$ cat config.mk
export PLATFORM = sky130hd
export DESIGN_NAME = amr_misc_regs
export DESIGN_NICKNAME = d
export VERILOG_FILES = /design/src/core/amr_pkg.sv /design/src/core/amr_misc_regs.sv
export SDC_FILE = /design/constraint.sdc
export NUM_CORES = 1
export LEC_CHECK = 0
export ABC_AREA = 1
export BUFFER_PORTS_ARGS = -buffer_cell sky130_fd_sc_hd__buf_4
export CAP_MARGIN = 40
export CORE_AREA = 5 5 86 88
export CTS_CLUSTER_DIAMETER = 120
export DETAILED_ROUTE_END_ITERATION = 16
export DIE_AREA = 0 0 91 93
export PLACE_DENSITY = 0.78
export RECOVER_POWER = 50
export SYNTH_ARGS = -nofsm -noshare
export SYNTH_HDL_FRONTEND = slang
export SYNTH_SLANG_ARGS = --single-unit
$ cat constraint.sdc
create_clock -name core_clk -period 1.1 [get_ports core_clk]
set_input_delay 0.11 -clock core_clk [delete_from_list [all_inputs] [get_ports core_clk]]
set_output_delay 0.11 -clock core_clk [all_outputs]
set_load 0.02 [all_outputs]
$ cat src/core/amr_pkg.sv
// Package with offsets, field positions, reset values and codes of the misc control bank.
package amr_pkg;
	// Register offsets on the control port.
	localparam logic [7:0] AMR_OFS_CONVERTER_TUNING = 8'h5D;
	localparam logic [7:0] AMR_OFS_AUX_PIN_DIRECTION = 8'h60;
	localparam logic [7:0] AMR_OFS_AUX_PIN_FUNCTION = 8'h61;
	localparam logic [7:0] AMR_OFS_PROCESSING_BYPASS = 8'h66;
	localparam logic [7:0] AMR_OFS_SILICON_IDENTIFIER = 8'h67;
	localparam logic [7:0] AMR_OFS_OPERATING_STATE_REPORT = 8'h68;
	localparam logic [7:0] AMR_OFS_SILENCE_MUTE_STATUS = 8'h69;
	localparam logic [7:0] AMR_OFS_PWM_PHASE_SETUP = 8'h6A;
	// Reset values.
	localparam logic [7:0] AMR_RST_CONVERTER_TUNING = 8'hF8;
	localparam logic [7:0] AMR_RST_AUX_PIN_DIRECTION = 8'h00;
	localparam logic [7:0] AMR_RST_AUX_PIN_FUNCTION = 8'h00;
	localparam logic [7:0] AMR_RST_PROCESSING_BYPASS = 8'h00;
	localparam logic [7:0] AMR_RST_PWM_PHASE_SETUP = 8'h00;
	localparam logic [7:0] AMR_RST_STATUS = 8'h00;
	// Converter tuning field positions.
	localparam int AMR_POS_RATE_SEL = 7;
	localparam int AMR_POS_DITHER_EN = 5;
	localparam int AMR_POS_DITHER_LEVEL = 2;
	localparam int AMR_POS_ELEMENT_MATCHING_SELECT = 0;
	// Auxiliary pin fields.
	localparam int AMR_POS_AUX_DIR = 0;
	localparam int AMR_POS_AUX_FUNC = 0;
	// Processing bypass fields.
	localparam int AMR_POS_COEF_SHARE = 3;
	localparam int AMR_POS_BYPASS_COMPRESS = 1;
	localparam int AMR_POS_BYPASS_EQ = 0;
	// Phase setup fields.
	localparam int AMR_POS_RAMP_PHASE = 2;
	localparam int AMR_POS_SERIAL_SYNC = 1;
	localparam int AMR_POS_RAMP_SYNC = 0;
	// Mute status fields.
	localparam int AMR_POS_RIGHT_MUTE = 1;
	localparam int AMR_POS_LEFT_MUTE = 0;
	// Converter rates in kHz for the two rate select values.
	localparam int AMR_RATE_FAST_KHZ = 6144;
	localparam int AMR_RATE_SLOW_KHZ = 3072;
	// Element matching select codes.
	localparam logic [1:0] AMR_DEM_ON = 2'h0;
	localparam logic [1:0] AMR_DEM_OFF = 2'h3;
	// Auxiliary pin function codes.
	localparam logic [4:0] AMR_FN_LOW = 5'h00;
	localparam logic [4:0] AMR_FN_BOTH_MUTE = 5'h03;
	localparam logic [4:0] AMR_FN_LEFT_MUTE = 5'h04;
	localparam logic [4:0] AMR_FN_RIGHT_MUTE = 5'h05;
	localparam logic [4:0] AMR_FN_CLOCK_INVALID = 5'h06;
	localparam logic [4:0] AMR_FN_RESERVED_A = 5'h07;
	localparam logic [4:0] AMR_FN_RESERVED_B = 5'h08;
	localparam logic [4:0] AMR_FN_FAULT = 5'h0B;
	// Silicon identifier; the value is arbitrary.
	localparam logic [7:0] AMR_SILICON_IDENTIFIER_VALUE = 8'h5A;
	// Operating states as reported.
	typedef enum logic [1:0] {
		AMR_ST_DEEP_SLEEP,
		AMR_ST_SLEEP,
		AMR_ST_HIGH_IMPEDANCE,
		AMR_ST_PLAY
	} amr_state_t;
endpackage : amr_pkg

$ cat src/core/amr_misc_regs.sv
// Misc control register bank of the amplifier: converter, auxiliary pin, processing, phase.
`timescale 1ns/1ns

// Functional notes
// - Rate bit: clear 6.144MHz, set 3.072MHz.
// - Dither enable field selects main/second stages.
// - Dither level code maps to amplitude.
// - Matching select 00 on, 11 off.
// - Direction bit: 0 input, 1 output.
// - Function code 00000 drives pin low.
// - Codes 3/4/5 carry both/left/right mute.
// - Code 00110 carries clock-invalid flag.
// - Code 01011 gives active-low fault; 7,8 reserved.
// - Coefficient share, compressor bypass, equaliser bypass bits.
// - State report reads power state.
// - Mute status: bit1 right, bit0 left.
// - Ramp phase select picks phase 0-3.
// - Serial sync bit aligns PWM to framing.
// - Ramp sync bit enables phase synchronisation.
// - Identifier register read-only, writes ignored.
module amr_misc_regs (
	input wire logic core_clk,
	input wire logic sys_rst,
	input wire logic reg_wr,
	input wire logic reg_rd,
	input wire logic [7:0] reg_addr,
	input wire logic [7:0] reg_wdata,
	output logic [7:0] reg_rdata,
	output logic reg_rvalid,
	input wire logic left_mute_in,
	input wire logic right_mute_in,
	input wire logic clock_error_in,
	input wire logic clock_missing_in,
	input wire logic fault_active_in,
	input wire amr_pkg::amr_state_t power_state_in,
	input wire logic aux_pin_in,
	output logic aux_pin_out,
	output logic aux_pin_oe_n,
	output logic aux_pin_sample,
	output logic rate_slow_q,
	output logic [1:0] dither_stage_en_q,
	output logic [2:0] dither_level_q,
	output logic element_matching_q,
	output logic coef_share_q,
	output logic bypass_compress_q,
	output logic bypass_eq_q,
	output logic [1:0] ramp_phase_q,
	output logic serial_sync_q,
	output logic ramp_sync_q,
	output logic [7:0] dither_exp_q
);
	import amr_pkg::*;

	// Overview. The bank holds five writable byte registers and three read-only ones.
	// Writes land in the stored image on the edge that takes them; reads answer one cycle later.
	// The decoded control outputs and the auxiliary pin trail the stored image by one more
	// cycle. Reserved bits of writable registers are stored and read back as written, but
	// no logic looks at them. The read-only offsets ignore writes, and the status images
	// follow the live conditions every cycle, so software always sees fresh values.

	// Raw stored register images; reserved bits are kept so they read back as written.
	logic [7:0] tuning_q;
	logic [7:0] aux_dir_q;
	logic [7:0] aux_fn_q;
	logic [7:0] proc_q;
	logic [7:0] phase_q;
	// Status images, refreshed every cycle.
	logic [7:0] state_report_q;
	logic [7:0] mute_rpt_q;
	// Auxiliary pin flag chosen by the function field.
	logic aux_flag;

	// Write decode helper; used by every writable register.
	// The compare is on the full offset, so aliases of a register can never be written
	// through a neighbouring offset.
	function automatic logic hit(input logic [7:0] a, input logic [7:0] ofs);
		hit = (a == ofs);
	endfunction : hit

	// Dither amplitude exponent: the level is minus two to the minus this value.
	function automatic logic [7:0] dither_exp(input logic [2:0] code);
		case (code)
			3'h4: dither_exp = 8'h07;
			3'h5: dither_exp = 8'h08;
			3'h6: dither_exp = 8'h09;
			3'h7: dither_exp = 8'h0A;
			3'h0: dither_exp = 8'h0D;
			3'h1: dither_exp = 8'h0E;
			3'h2: dither_exp = 8'h0F;
			default: dither_exp = 8'h10;
		endcase
	endfunction : dither_exp

	// Element matching decode: on for the on code, off for the off code, else unchanged.
	function automatic logic matching_next(input logic [1:0] code, input logic cur);
		case (code)
			AMR_DEM_ON: matching_next = 1'b1;
			AMR_DEM_OFF: matching_next = 1'b0;
			default: matching_next = cur;
		endcase
	endfunction : matching_next

	// Converter tuning register; its reset puts the slow rate, both dither stages, and matching on.
	always_ff @(posedge core_clk) begin
		if (sys_rst) begin
			tuning_q <= AMR_RST_CONVERTER_TUNING;
		end else if (reg_wr && hit(reg_addr, AMR_OFS_CONVERTER_TUNING)) begin
			tuning_q <= reg_wdata;
		end
	end

	// Auxiliary pin direction and function registers.
	always_ff @(posedge core_clk) begin
		if (sys_rst) begin
			aux_dir_q <= AMR_RST_AUX_PIN_DIRECTION;
			aux_fn_q <= AMR_RST_AUX_PIN_FUNCTION;
		end else begin
			if (reg_wr && hit(reg_addr, AMR_OFS_AUX_PIN_DIRECTION)) begin
				aux_dir_q <= reg_wdata;
			end
			if (reg_wr && hit(reg_addr, AMR_OFS_AUX_PIN_FUNCTION)) begin
				aux_fn_q <= reg_wdata;
			end
		end
	end

	// Processing bypass and phase setup registers.
	always_ff @(posedge core_clk) begin
		if (sys_rst) begin
			proc_q <= AMR_RST_PROCESSING_BYPASS;
			phase_q <= AMR_RST_PWM_PHASE_SETUP;
		end else begin
			if (reg_wr && hit(reg_addr, AMR_OFS_PROCESSING_BYPASS)) begin
				proc_q <= reg_wdata;
			end
			// The phase is taken whenever written; the host is expected to do so before play.
			if (reg_wr && hit(reg_addr, AMR_OFS_PWM_PHASE_SETUP)) begin
				phase_q <= reg_wdata;
			end
		end
	end

	// Operating state image; it follows the power state each cycle, so a read sees a
	// value at most one cycle old. Writes to this offset are dropped by the decode.
	always_ff @(posedge core_clk) begin
		if (sys_rst) begin
			state_report_q <= AMR_RST_STATUS;
		end else begin
			state_report_q <= {6'h00, power_state_in};
		end
	end

	// Mute status image: right channel in bit 1, left in bit 0, reserved bits zero.
	// The image is taken whole each cycle so that both flags in one read are coherent.
	always_ff @(posedge core_clk) begin
		if (sys_rst) begin
			mute_rpt_q <= AMR_RST_STATUS;
		end else begin
			mute_rpt_q <= AMR_RST_STATUS;
			mute_rpt_q[AMR_POS_RIGHT_MUTE] <= right_mute_in;
			mute_rpt_q[AMR_POS_LEFT_MUTE] <= left_mute_in;
		end
	end

	// Decoded control outputs. Each concern has a process of its own, so that every output
	// comes straight from a flop and a change to one field cannot disturb another.
	// The reset branches take their values from the register reset images, so a decoded
	// output never disagrees with what a host reads back from the register after reset.
	// Every decoded output trails the stored register by one cycle; the trade is one cycle
	// of latency for clean flop outputs towards the converter and modulator.

	// Converter rate select: set means the slower converter rate, clear the faster one.
	// The converter clock generator is expected to switch only at a boundary of its own,
	// so a write here never produces a runt converter clock cycle.
	always_ff @(posedge core_clk) begin
		if (sys_rst) begin
			// Reset leaves the converter at the slower rate.
			rate_slow_q <= AMR_RST_CONVERTER_TUNING[AMR_POS_RATE_SEL];
		end else begin
			rate_slow_q <= tuning_q[AMR_POS_RATE_SEL];
		end
	end

	// Dither stage enables: bit 0 of the field is the main stage, bit 1 the second stage.
	// Both stages run after reset; a host may turn either off on its own.
	always_ff @(posedge core_clk) begin
		if (sys_rst) begin
			dither_stage_en_q <= AMR_RST_CONVERTER_TUNING[AMR_POS_DITHER_EN +: 2];
		end else begin
			dither_stage_en_q <= tuning_q[AMR_POS_DITHER_EN +: 2];
		end
	end

	// Dither level code and its amplitude exponent.
	// The exponent is carried beside the raw code so that the converter needs no copy of
	// the irregular code table; both outputs always change in the same cycle.
	always_ff @(posedge core_clk) begin
		if (sys_rst) begin
			dither_level_q <= AMR_RST_CONVERTER_TUNING[AMR_POS_DITHER_LEVEL +: 3];
			dither_exp_q <= dither_exp(AMR_RST_CONVERTER_TUNING[AMR_POS_DITHER_LEVEL +: 3]);
		end else begin
			dither_level_q <= tuning_q[AMR_POS_DITHER_LEVEL +: 3];
			dither_exp_q <= dither_exp(tuning_q[AMR_POS_DITHER_LEVEL +: 3]);
		end
	end

	// Element matching: code 00 turns it on, code 11 turns it off.
	// Codes 01 and 10 carry no meaning; they keep the previous setting, so that a host that
	// writes a half-formed value cannot toggle the converter by accident.
	always_ff @(posedge core_clk) begin
		if (sys_rst) begin
			// Reset decodes the reset image, which selects matching on.
			element_matching_q <= matching_next(
				AMR_RST_CONVERTER_TUNING[AMR_POS_ELEMENT_MATCHING_SELECT +: 2], 1'b1);
		end else begin
			element_matching_q <= matching_next(tuning_q[AMR_POS_ELEMENT_MATCHING_SELECT +: 2],
				element_matching_q);
		end
	end

	// Processing controls: coefficient sharing and the two bypass switches.
	// Sharing makes the right channel reuse the left channel's coefficient set; the
	// coefficient store itself is outside this bank. Bit 2 is reserved and drives nothing.
	always_ff @(posedge core_clk) begin
		if (sys_rst) begin
			coef_share_q <= AMR_RST_PROCESSING_BYPASS[AMR_POS_COEF_SHARE];
			bypass_compress_q <= AMR_RST_PROCESSING_BYPASS[AMR_POS_BYPASS_COMPRESS];
			bypass_eq_q <= AMR_RST_PROCESSING_BYPASS[AMR_POS_BYPASS_EQ];
		end else begin
			coef_share_q <= proc_q[AMR_POS_COEF_SHARE];
			bypass_compress_q <= proc_q[AMR_POS_BYPASS_COMPRESS];
			bypass_eq_q <= proc_q[AMR_POS_BYPASS_EQ];
		end
	end

	// Ramp phase select: phase 0 to 3 for codes 00 to 11, to stagger several devices.
	// The modulator takes a new phase whenever it changes; a change while playing may
	// give one irregular ramp period, which is why hosts set it before play.
	always_ff @(posedge core_clk) begin
		if (sys_rst) begin
			ramp_phase_q <= AMR_RST_PWM_PHASE_SETUP[AMR_POS_RAMP_PHASE +: 2];
		end else begin
			ramp_phase_q <= phase_q[AMR_POS_RAMP_PHASE +: 2];
		end
	end

	// Serial audio sync: when set, the PWM phase follows the incoming serial framing.
	// Clear after reset, so the modulator runs free of the audio framing.
	always_ff @(posedge core_clk) begin
		if (sys_rst) begin
			serial_sync_q <= AMR_RST_PWM_PHASE_SETUP[AMR_POS_SERIAL_SYNC];
		end else begin
			serial_sync_q <= phase_q[AMR_POS_SERIAL_SYNC];
		end
	end

	// Ramp phase sync: when set, the ramp phases of staggered devices are synchronised.
	// Clear after reset; the sync logic itself lives in the modulator.
	always_ff @(posedge core_clk) begin
		if (sys_rst) begin
			ramp_sync_q <= AMR_RST_PWM_PHASE_SETUP[AMR_POS_RAMP_SYNC];
		end else begin
			ramp_sync_q <= phase_q[AMR_POS_RAMP_SYNC];
		end
	end

	// Pin flag selection; reserved and unlisted codes hold the pin low for safety.
	// The flags are taken live here and registered below, so the pin shows a condition
	// one cycle after it appears.
	always_comb begin
		aux_flag = 1'b0;
		case (aux_fn_q[AMR_POS_AUX_FUNC +: 5])
			AMR_FN_LOW: aux_flag = 1'b0;
			AMR_FN_BOTH_MUTE: aux_flag = left_mute_in & right_mute_in;
			AMR_FN_LEFT_MUTE: aux_flag = left_mute_in;
			AMR_FN_RIGHT_MUTE: aux_flag = right_mute_in;
			AMR_FN_CLOCK_INVALID: aux_flag = clock_error_in | clock_missing_in;
			AMR_FN_RESERVED_A: aux_flag = 1'b0;
			AMR_FN_RESERVED_B: aux_flag = 1'b0;
			AMR_FN_FAULT: aux_flag = ~fault_active_in;
			default: aux_flag = 1'b0;
		endcase
	end

	// Pin level. The flag is registered so the pin never glitches while the function field
	// or the live conditions settle; it costs one cycle of flag latency.
	always_ff @(posedge core_clk) begin
		if (sys_rst) begin
			aux_pin_out <= 1'b0;
		end else begin
			aux_pin_out <= aux_flag;
		end
	end

	// Pin direction: the enable is active low and only asserted when the direction bit says
	// output. Reset leaves the pin an input so it cannot fight an external driver.
	always_ff @(posedge core_clk) begin
		if (sys_rst) begin
			aux_pin_oe_n <= 1'b1;
		end else begin
			aux_pin_oe_n <= ~aux_dir_q[AMR_POS_AUX_DIR];
		end
	end

	// Pin sample: the level on the pin is registered for the rest of the chip. It is taken
	// whatever the direction, so in output mode it simply reflects the driven level.
	always_ff @(posedge core_clk) begin
		if (sys_rst) begin
			aux_pin_sample <= 1'b0;
		end else begin
			aux_pin_sample <= aux_pin_in;
		end
	end

	// Read port: one cycle after the strobe; unmapped offsets read zero.
	// The read data holds until the next read, so a slow host may pick it up late.
	// The identifier is a constant, so writes to its offset have nothing to change.
	// Status offsets return the images, which lag the live conditions by one cycle.
	always_ff @(posedge core_clk) begin
		if (sys_rst) begin
			reg_rdata <= 8'h00;
			reg_rvalid <= 1'b0;
		end else begin
			reg_rvalid <= reg_rd;
			if (reg_rd) begin
				case (reg_addr)
					AMR_OFS_CONVERTER_TUNING: reg_rdata <= tuning_q;
					AMR_OFS_AUX_PIN_DIRECTION: reg_rdata <= aux_dir_q;
					AMR_OFS_AUX_PIN_FUNCTION: reg_rdata <= aux_fn_q;
					AMR_OFS_PROCESSING_BYPASS: reg_rdata <= proc_q;
					AMR_OFS_SILICON_IDENTIFIER: reg_rdata <= AMR_SILICON_IDENTIFIER_VALUE;
					AMR_OFS_OPERATING_STATE_REPORT: reg_rdata <= state_report_q;
					AMR_OFS_SILENCE_MUTE_STATUS: reg_rdata <= mute_rpt_q;
					AMR_OFS_PWM_PHASE_SETUP: reg_rdata <= phase_q;
					default: reg_rdata <= 8'h00;
				endcase
			end
		end
	end
endmodule : amr_misc_regs

Word level (Yosys, flattened, before mapping)
Index checks and enable logic that the tools add are counted.
- input port bits: 28
- register bits: 90
- output and inout bits: 34
- eq/ne operators: 20
- reduce and logical (&&, ||, !) cells: 8
- multiplexer cells: 4
- bitwise gates (word level): 4
- operators by type and width (kind ; count):
    $eq A8 B7 Y1 const B ; 8
    $pmux W8 S8 ; 1
    $pmux W5 S7 ; 1
    $eq A5 B3 Y1 const B ; 3
    $eq A3 B3 Y1 const B ; 4
    $eq A5 B2 Y1 const B ; 1
    $eq A5 B4 Y1 const B ; 1
    $logic_and A1 B1 Y1 ; 5
    $pmux W1 S5 ; 1
    $eq A3 B1 Y1 const B ; 1
    $eq A3 B2 Y1 const B ; 1
    $logic_not A3 Y1 ; 1
    $eq A2 B2 Y1 const B ; 1
    $logic_not A2 Y1 ; 1
    $not A1 Y1 ; 2
    $pmux W1 S2 ; 1
    $reduce_bool A2 Y1 ; 1
    $and A1 B1 Y1 ; 1
    $or A1 B1 Y1 ; 1

Depth between registers and ports, before layout
- word-level depth: 2
- gate-level depth with buffers: 10
- gate-level depth less buffers: 9

Worst setup path before layout
OpenSTA, ideal clock, no wires.
- path type: register to register
- start point: register tuning_q[2]
- end point: register dither_exp_q[1]
- setup time: 0.078 ns
- slack: -0.015 ns
- buffers on the path: 0
- cell stages (with the launch flop): 4
- arrival time: 1.037 ns
- clock period less this slack: 1.115 ns
- data required time: 1.022 ns
- path through: dfxtp_1 inv_1 fa_1 nor3_1
- cells in the longest elaborated chain, start to end: 2
- elaborated cells between the ends (all ways): 8
- classes of those cells: eq/ne (6); mux (1); reduce/logical (1)
- ends and longest elaborated chain (element ; line ; text):
    from (decl) ; amr_misc_regs.sv:62 ; logic [7:0] tuning_q;
    from (signal assigned) ; amr_misc_regs.sv:108 ; tuning_q <= reg_wdata;
    $eq A3 B2 Y1 (tied with other cells) ; amr_misc_regs.sv:82 ; case (code)
    $pmux W5 S7 * ; amr_misc_regs.sv:82 ;
    to (signal assigned) ; amr_misc_regs.sv:200 ; dither_exp_q <= dither_exp(AMR_RST_CONVERTER_TUNING[AMR_POS_DITHER_LEVEL +: 3]);
    to (signal assigned) ; amr_misc_regs.sv:203 ; dither_exp_q <= dither_exp(tuning_q[AMR_POS_DITHER_LEVEL +: 3]);
    to (decl) ; amr_misc_regs.sv:50 ; output logic [7:0] dither_exp_q
Every way passes the cells marked *; elsewhere a longest branch is shown, timed or not.
A chain may end at the register's enable or synchronous reset.

Final worst setup path
Same ends and word-level chain as after synthesis.

==> run summary <==
outcome: finished with violations
failing checks: negative setup slack
Syn Inst Count: 403
Starting Density: 0.471
post-route minimum period: 1100 ps
die height: 93 um
Nets: 522
endpoints failing setup: 1
worst hold path type: in2reg
Synth area leader: dfxtp_1
vias per inst: 5.04
Synth Cell Area: 3090 sq um
FMAX: 906 MHz
Yosys top cell area share: 0.485
flop2flop setup slack: -4 ps
worst-path cell chain: inv_2, fa_1, nor3_2
power density over the cells: 1220 nW/um^2
hold endpoint: tuning_q[7]$_SDFFE_PP1P_
clock sink count: 75
cts bufs inserted: 9
min setup slack post-route: -3.90 ps
largest net degree at the start of global routing: 32
Remaining DRCs: 0
fillcell total: 602
Pwr Total: 4.83 mW
worst r2r src: tuning_q[2]$_SDFFE_PP0P_
Synth-to-Final Area Change: 27.9%
Lkg Pwr: 1.71 nW
final cycle utilization of the critical path: 1.00
Clk Latency, worst-skew pair: 350 ps
top_reg_cell synth: dfxtp_1
IO buf count: 58
Max Fanout on Critical Path: 2
Final Wtd Congestion: 0.883
Post-DP Area: 3750 sq um
IO Pins: 62
Post-Layout Inst Area: 3960 sq um
CP Launch Type: flop
Die W: 91 um
root buffer cell: clkbuf_8
vias: 2896
die area: 8460 sq um
share of flip-flops with an asynchronous set or reset: 0
Yosys cell types: 30
core box area: 6570 sq um
first-pass GRT wire length: 13.5 mm
Reg-to-Reg End: dither_exp_q[1]$_SDFF_PP0_
Worst Path Required: 1330 ps
clk slew on worst S/H paths: 70 ps
TritonRoute pass-1 iters: 4
initial antenna violation count: 0
worst min-delay path startpoint: reg_wdata[7]
CTS tree: yes
synth top area cells: dfxtp_1 49%, a21oi_1 7.1%, o21ai_0 7.1%, inv_1 6.7%, nand3_1 6.6%
layout cell share with drive strength beyond 1: 0.218
Hold Path Depth: 3
VDD IR max: 0.944 mV
nature of the critical path endpoint: flop
unrepaired setup endpoints after global routing: true
critical setup path kind: reg2reg
Max-Cap Viols: 0
synth warn: 0
r2r worst-path depth: 3
Final HPWL DP: 5.99 mm
gr usage total: 0.199
clk buf depth: 2
sequential fraction of the synthesis area: 0.485
Post-synth EDFFs: 0
vias in the first global route: 2871
Commonest cells post-synth: 75 x dfxtp_1, 55 x inv_1, 50 x nand2_1
most common cell in the netlist: dfxtp_1
Data arrival, critical path: 1330 ps
Post-Syn Area per Cell: 7.67 sq um
Rows: 30
Final Max Tran Viols: 0
gr ovfl total: 0
ANT cells: 0
antenna-violating nets left: 0
max incr delay on CP: 570 ps
register bit total from synthesis: 75
Final Hold Vio Count: 0
clk_skew: 13.2 ps
Total Wirelength: 8.08 mm
H-tree depth: 3
initial detailed-routing violation count: 218
slowest cell on the critical path: fa_1
DR WL/cell: 14.0 um
[area by class of cell]
class | count | area, sq um | area share
multi-input cells | 253 | 1300 | 0.328
well taps | 80 | 100 | 0.0253
clock inverters | 3 | 17.5 | 0.00443
flip-flops and latches | 75 | 1500 | 0.380
repair buffers | 95 | 689 | 0.174
clock buffers | 11 | 131 | 0.0332
inverters | 58 | 218 | 0.0550
[cells in the final DEF (no fill, tap or decap), types with 2 or more instances in the layout]
cell | synthesis | layout
a21oi_1 | 44 | 44
a21oi_2 | 2 | 2
buf_12 | 0 | 3
buf_4 | 6 | 58
clkbuf_1 | 6 | 20
clkbuf_2 | 0 | 4
clkbuf_4 | 0 | 6
clkbuf_8 | 0 | 9
clkinv_2 | 0 | 2
conb_1 | 1 | 3
dfxtp_1 | 75 | 73
dfxtp_2 | 0 | 2
dlygate4sd3_1 | 0 | 5
inv_1 | 55 | 54
inv_2 | 2 | 3
nand2_1 | 50 | 49
nand2_2 | 2 | 2
nand2_4 | 1 | 2
nand3_1 | 41 | 41
nand3_2 | 5 | 4
nor2_1 | 37 | 36
nor2_4 | 4 | 5
nor3_1 | 4 | 3
o21ai_0 | 44 | 44
o21ai_1 | 8 | 8
[cell families (layout without fill, tap and decap cells)]
group / Yosys count / count (layout) / share of synthesized area
flip-flops: 75 / 75 / 0.485
other: 1 / 3 / 0.00121
adder cells (fa/ha/maj): 2 / 2 / 0.0105
AO/OA/AOI/OAI: 101 / 101 / 0.169
buffers and inverters: 77 / 167 / 0.107
AND/OR/NAND/NOR: 147 / 147 / 0.227
[per-layer routing]
| layer | track usage | wire length, um |
|---|---|---|
| met5 | 0 | 0 |
| met3 | 0.0603 | 525 |
| met2 | 0.326 | 3900 |
| met1 | 0.241 | 3470 |
| met4 | 0.0856 | 174 |
[state kept, by name (all words and copies together), names as in the netlist, 3 cells and up]
name	flops
aux_fn_q	8
phase_q	8
proc_q	8
dither_level_q	3
aux_dir_q	8
tuning_q	8
dither_exp_q	5
reg_rdata	8
[metrics by stage]
step | setup TNS [ps] | hold slack [ps] | utilization | std cells | setup WS, ps
floorplan | 0 | 217 | - | 405 | 4.13
global placement | -8120 | 310 | 0.571 | 553 | -267
finish | -3.90 | 22.1 | 0.602 | 575 | -3.90
global route | -66.1 | 30.0 | 0.602 | 575 | -35.6
detailed placement | -9560 | 326 | 0.571 | 553 | -286
CTS | -0.773 | 1.71 | 0.603 | 573 | -0.773
[worst max path at each step]
stage / slack (ps) / cells past startpoint / end / startpoint
5_1_grt: -40 / 3 / dither_exp_q[1]$_SDFF_PP0_ / tuning_q[2]$_SDFFE_PP0P_
4_1_cts: -0.8 / 3 / dither_exp_q[1]$_SDFF_PP0_ / tuning_q[4]$_SDFFE_PP1P_
6_report: -4 / 3 / dither_exp_q[1]$_SDFF_PP0_ / tuning_q[2]$_SDFFE_PP0P_
2_1_floorplan: 4 / 3 / dither_exp_q[1]$_SDFF_PP0_ / tuning_q[2]$_SDFFE_PP0P_
3_5_place_dp: -290 / 11 / reg_rdata[4]$_SDFFE_PP0P_ / reg_addr[4]
3_3_place_gp: -270 / 11 / reg_rdata[4]$_SDFFE_PP0P_ / reg_addr[4]
[power by group]
part	switching (mW)	internal, mW	leakage, nW
sequential	0.00735	2.73	0.606
combinational	0.220	0.152	1.03
clock	0.937	0.787	0.0750
[what timing repair did]
action                     in CTS  in global routing
cloned                          0                  0
hold buffers                    5                  0
pin swaps                       2                  2
resized for setup               4                  7
hold endpoints to repair        5                  0
buffers inserted                1                  2
setup endpoints to repair       1                 15
[critical path, delay by kind of cell (launching register included)]
family                   cells  cell delay (ps)
adder cells (fa/ha/maj)      1              570
buffers and inverters        1               50
flip-flops                   1              330
AND/OR/NAND/NOR              1               40
No activity file was read; power rests on OpenSTA's default activity.
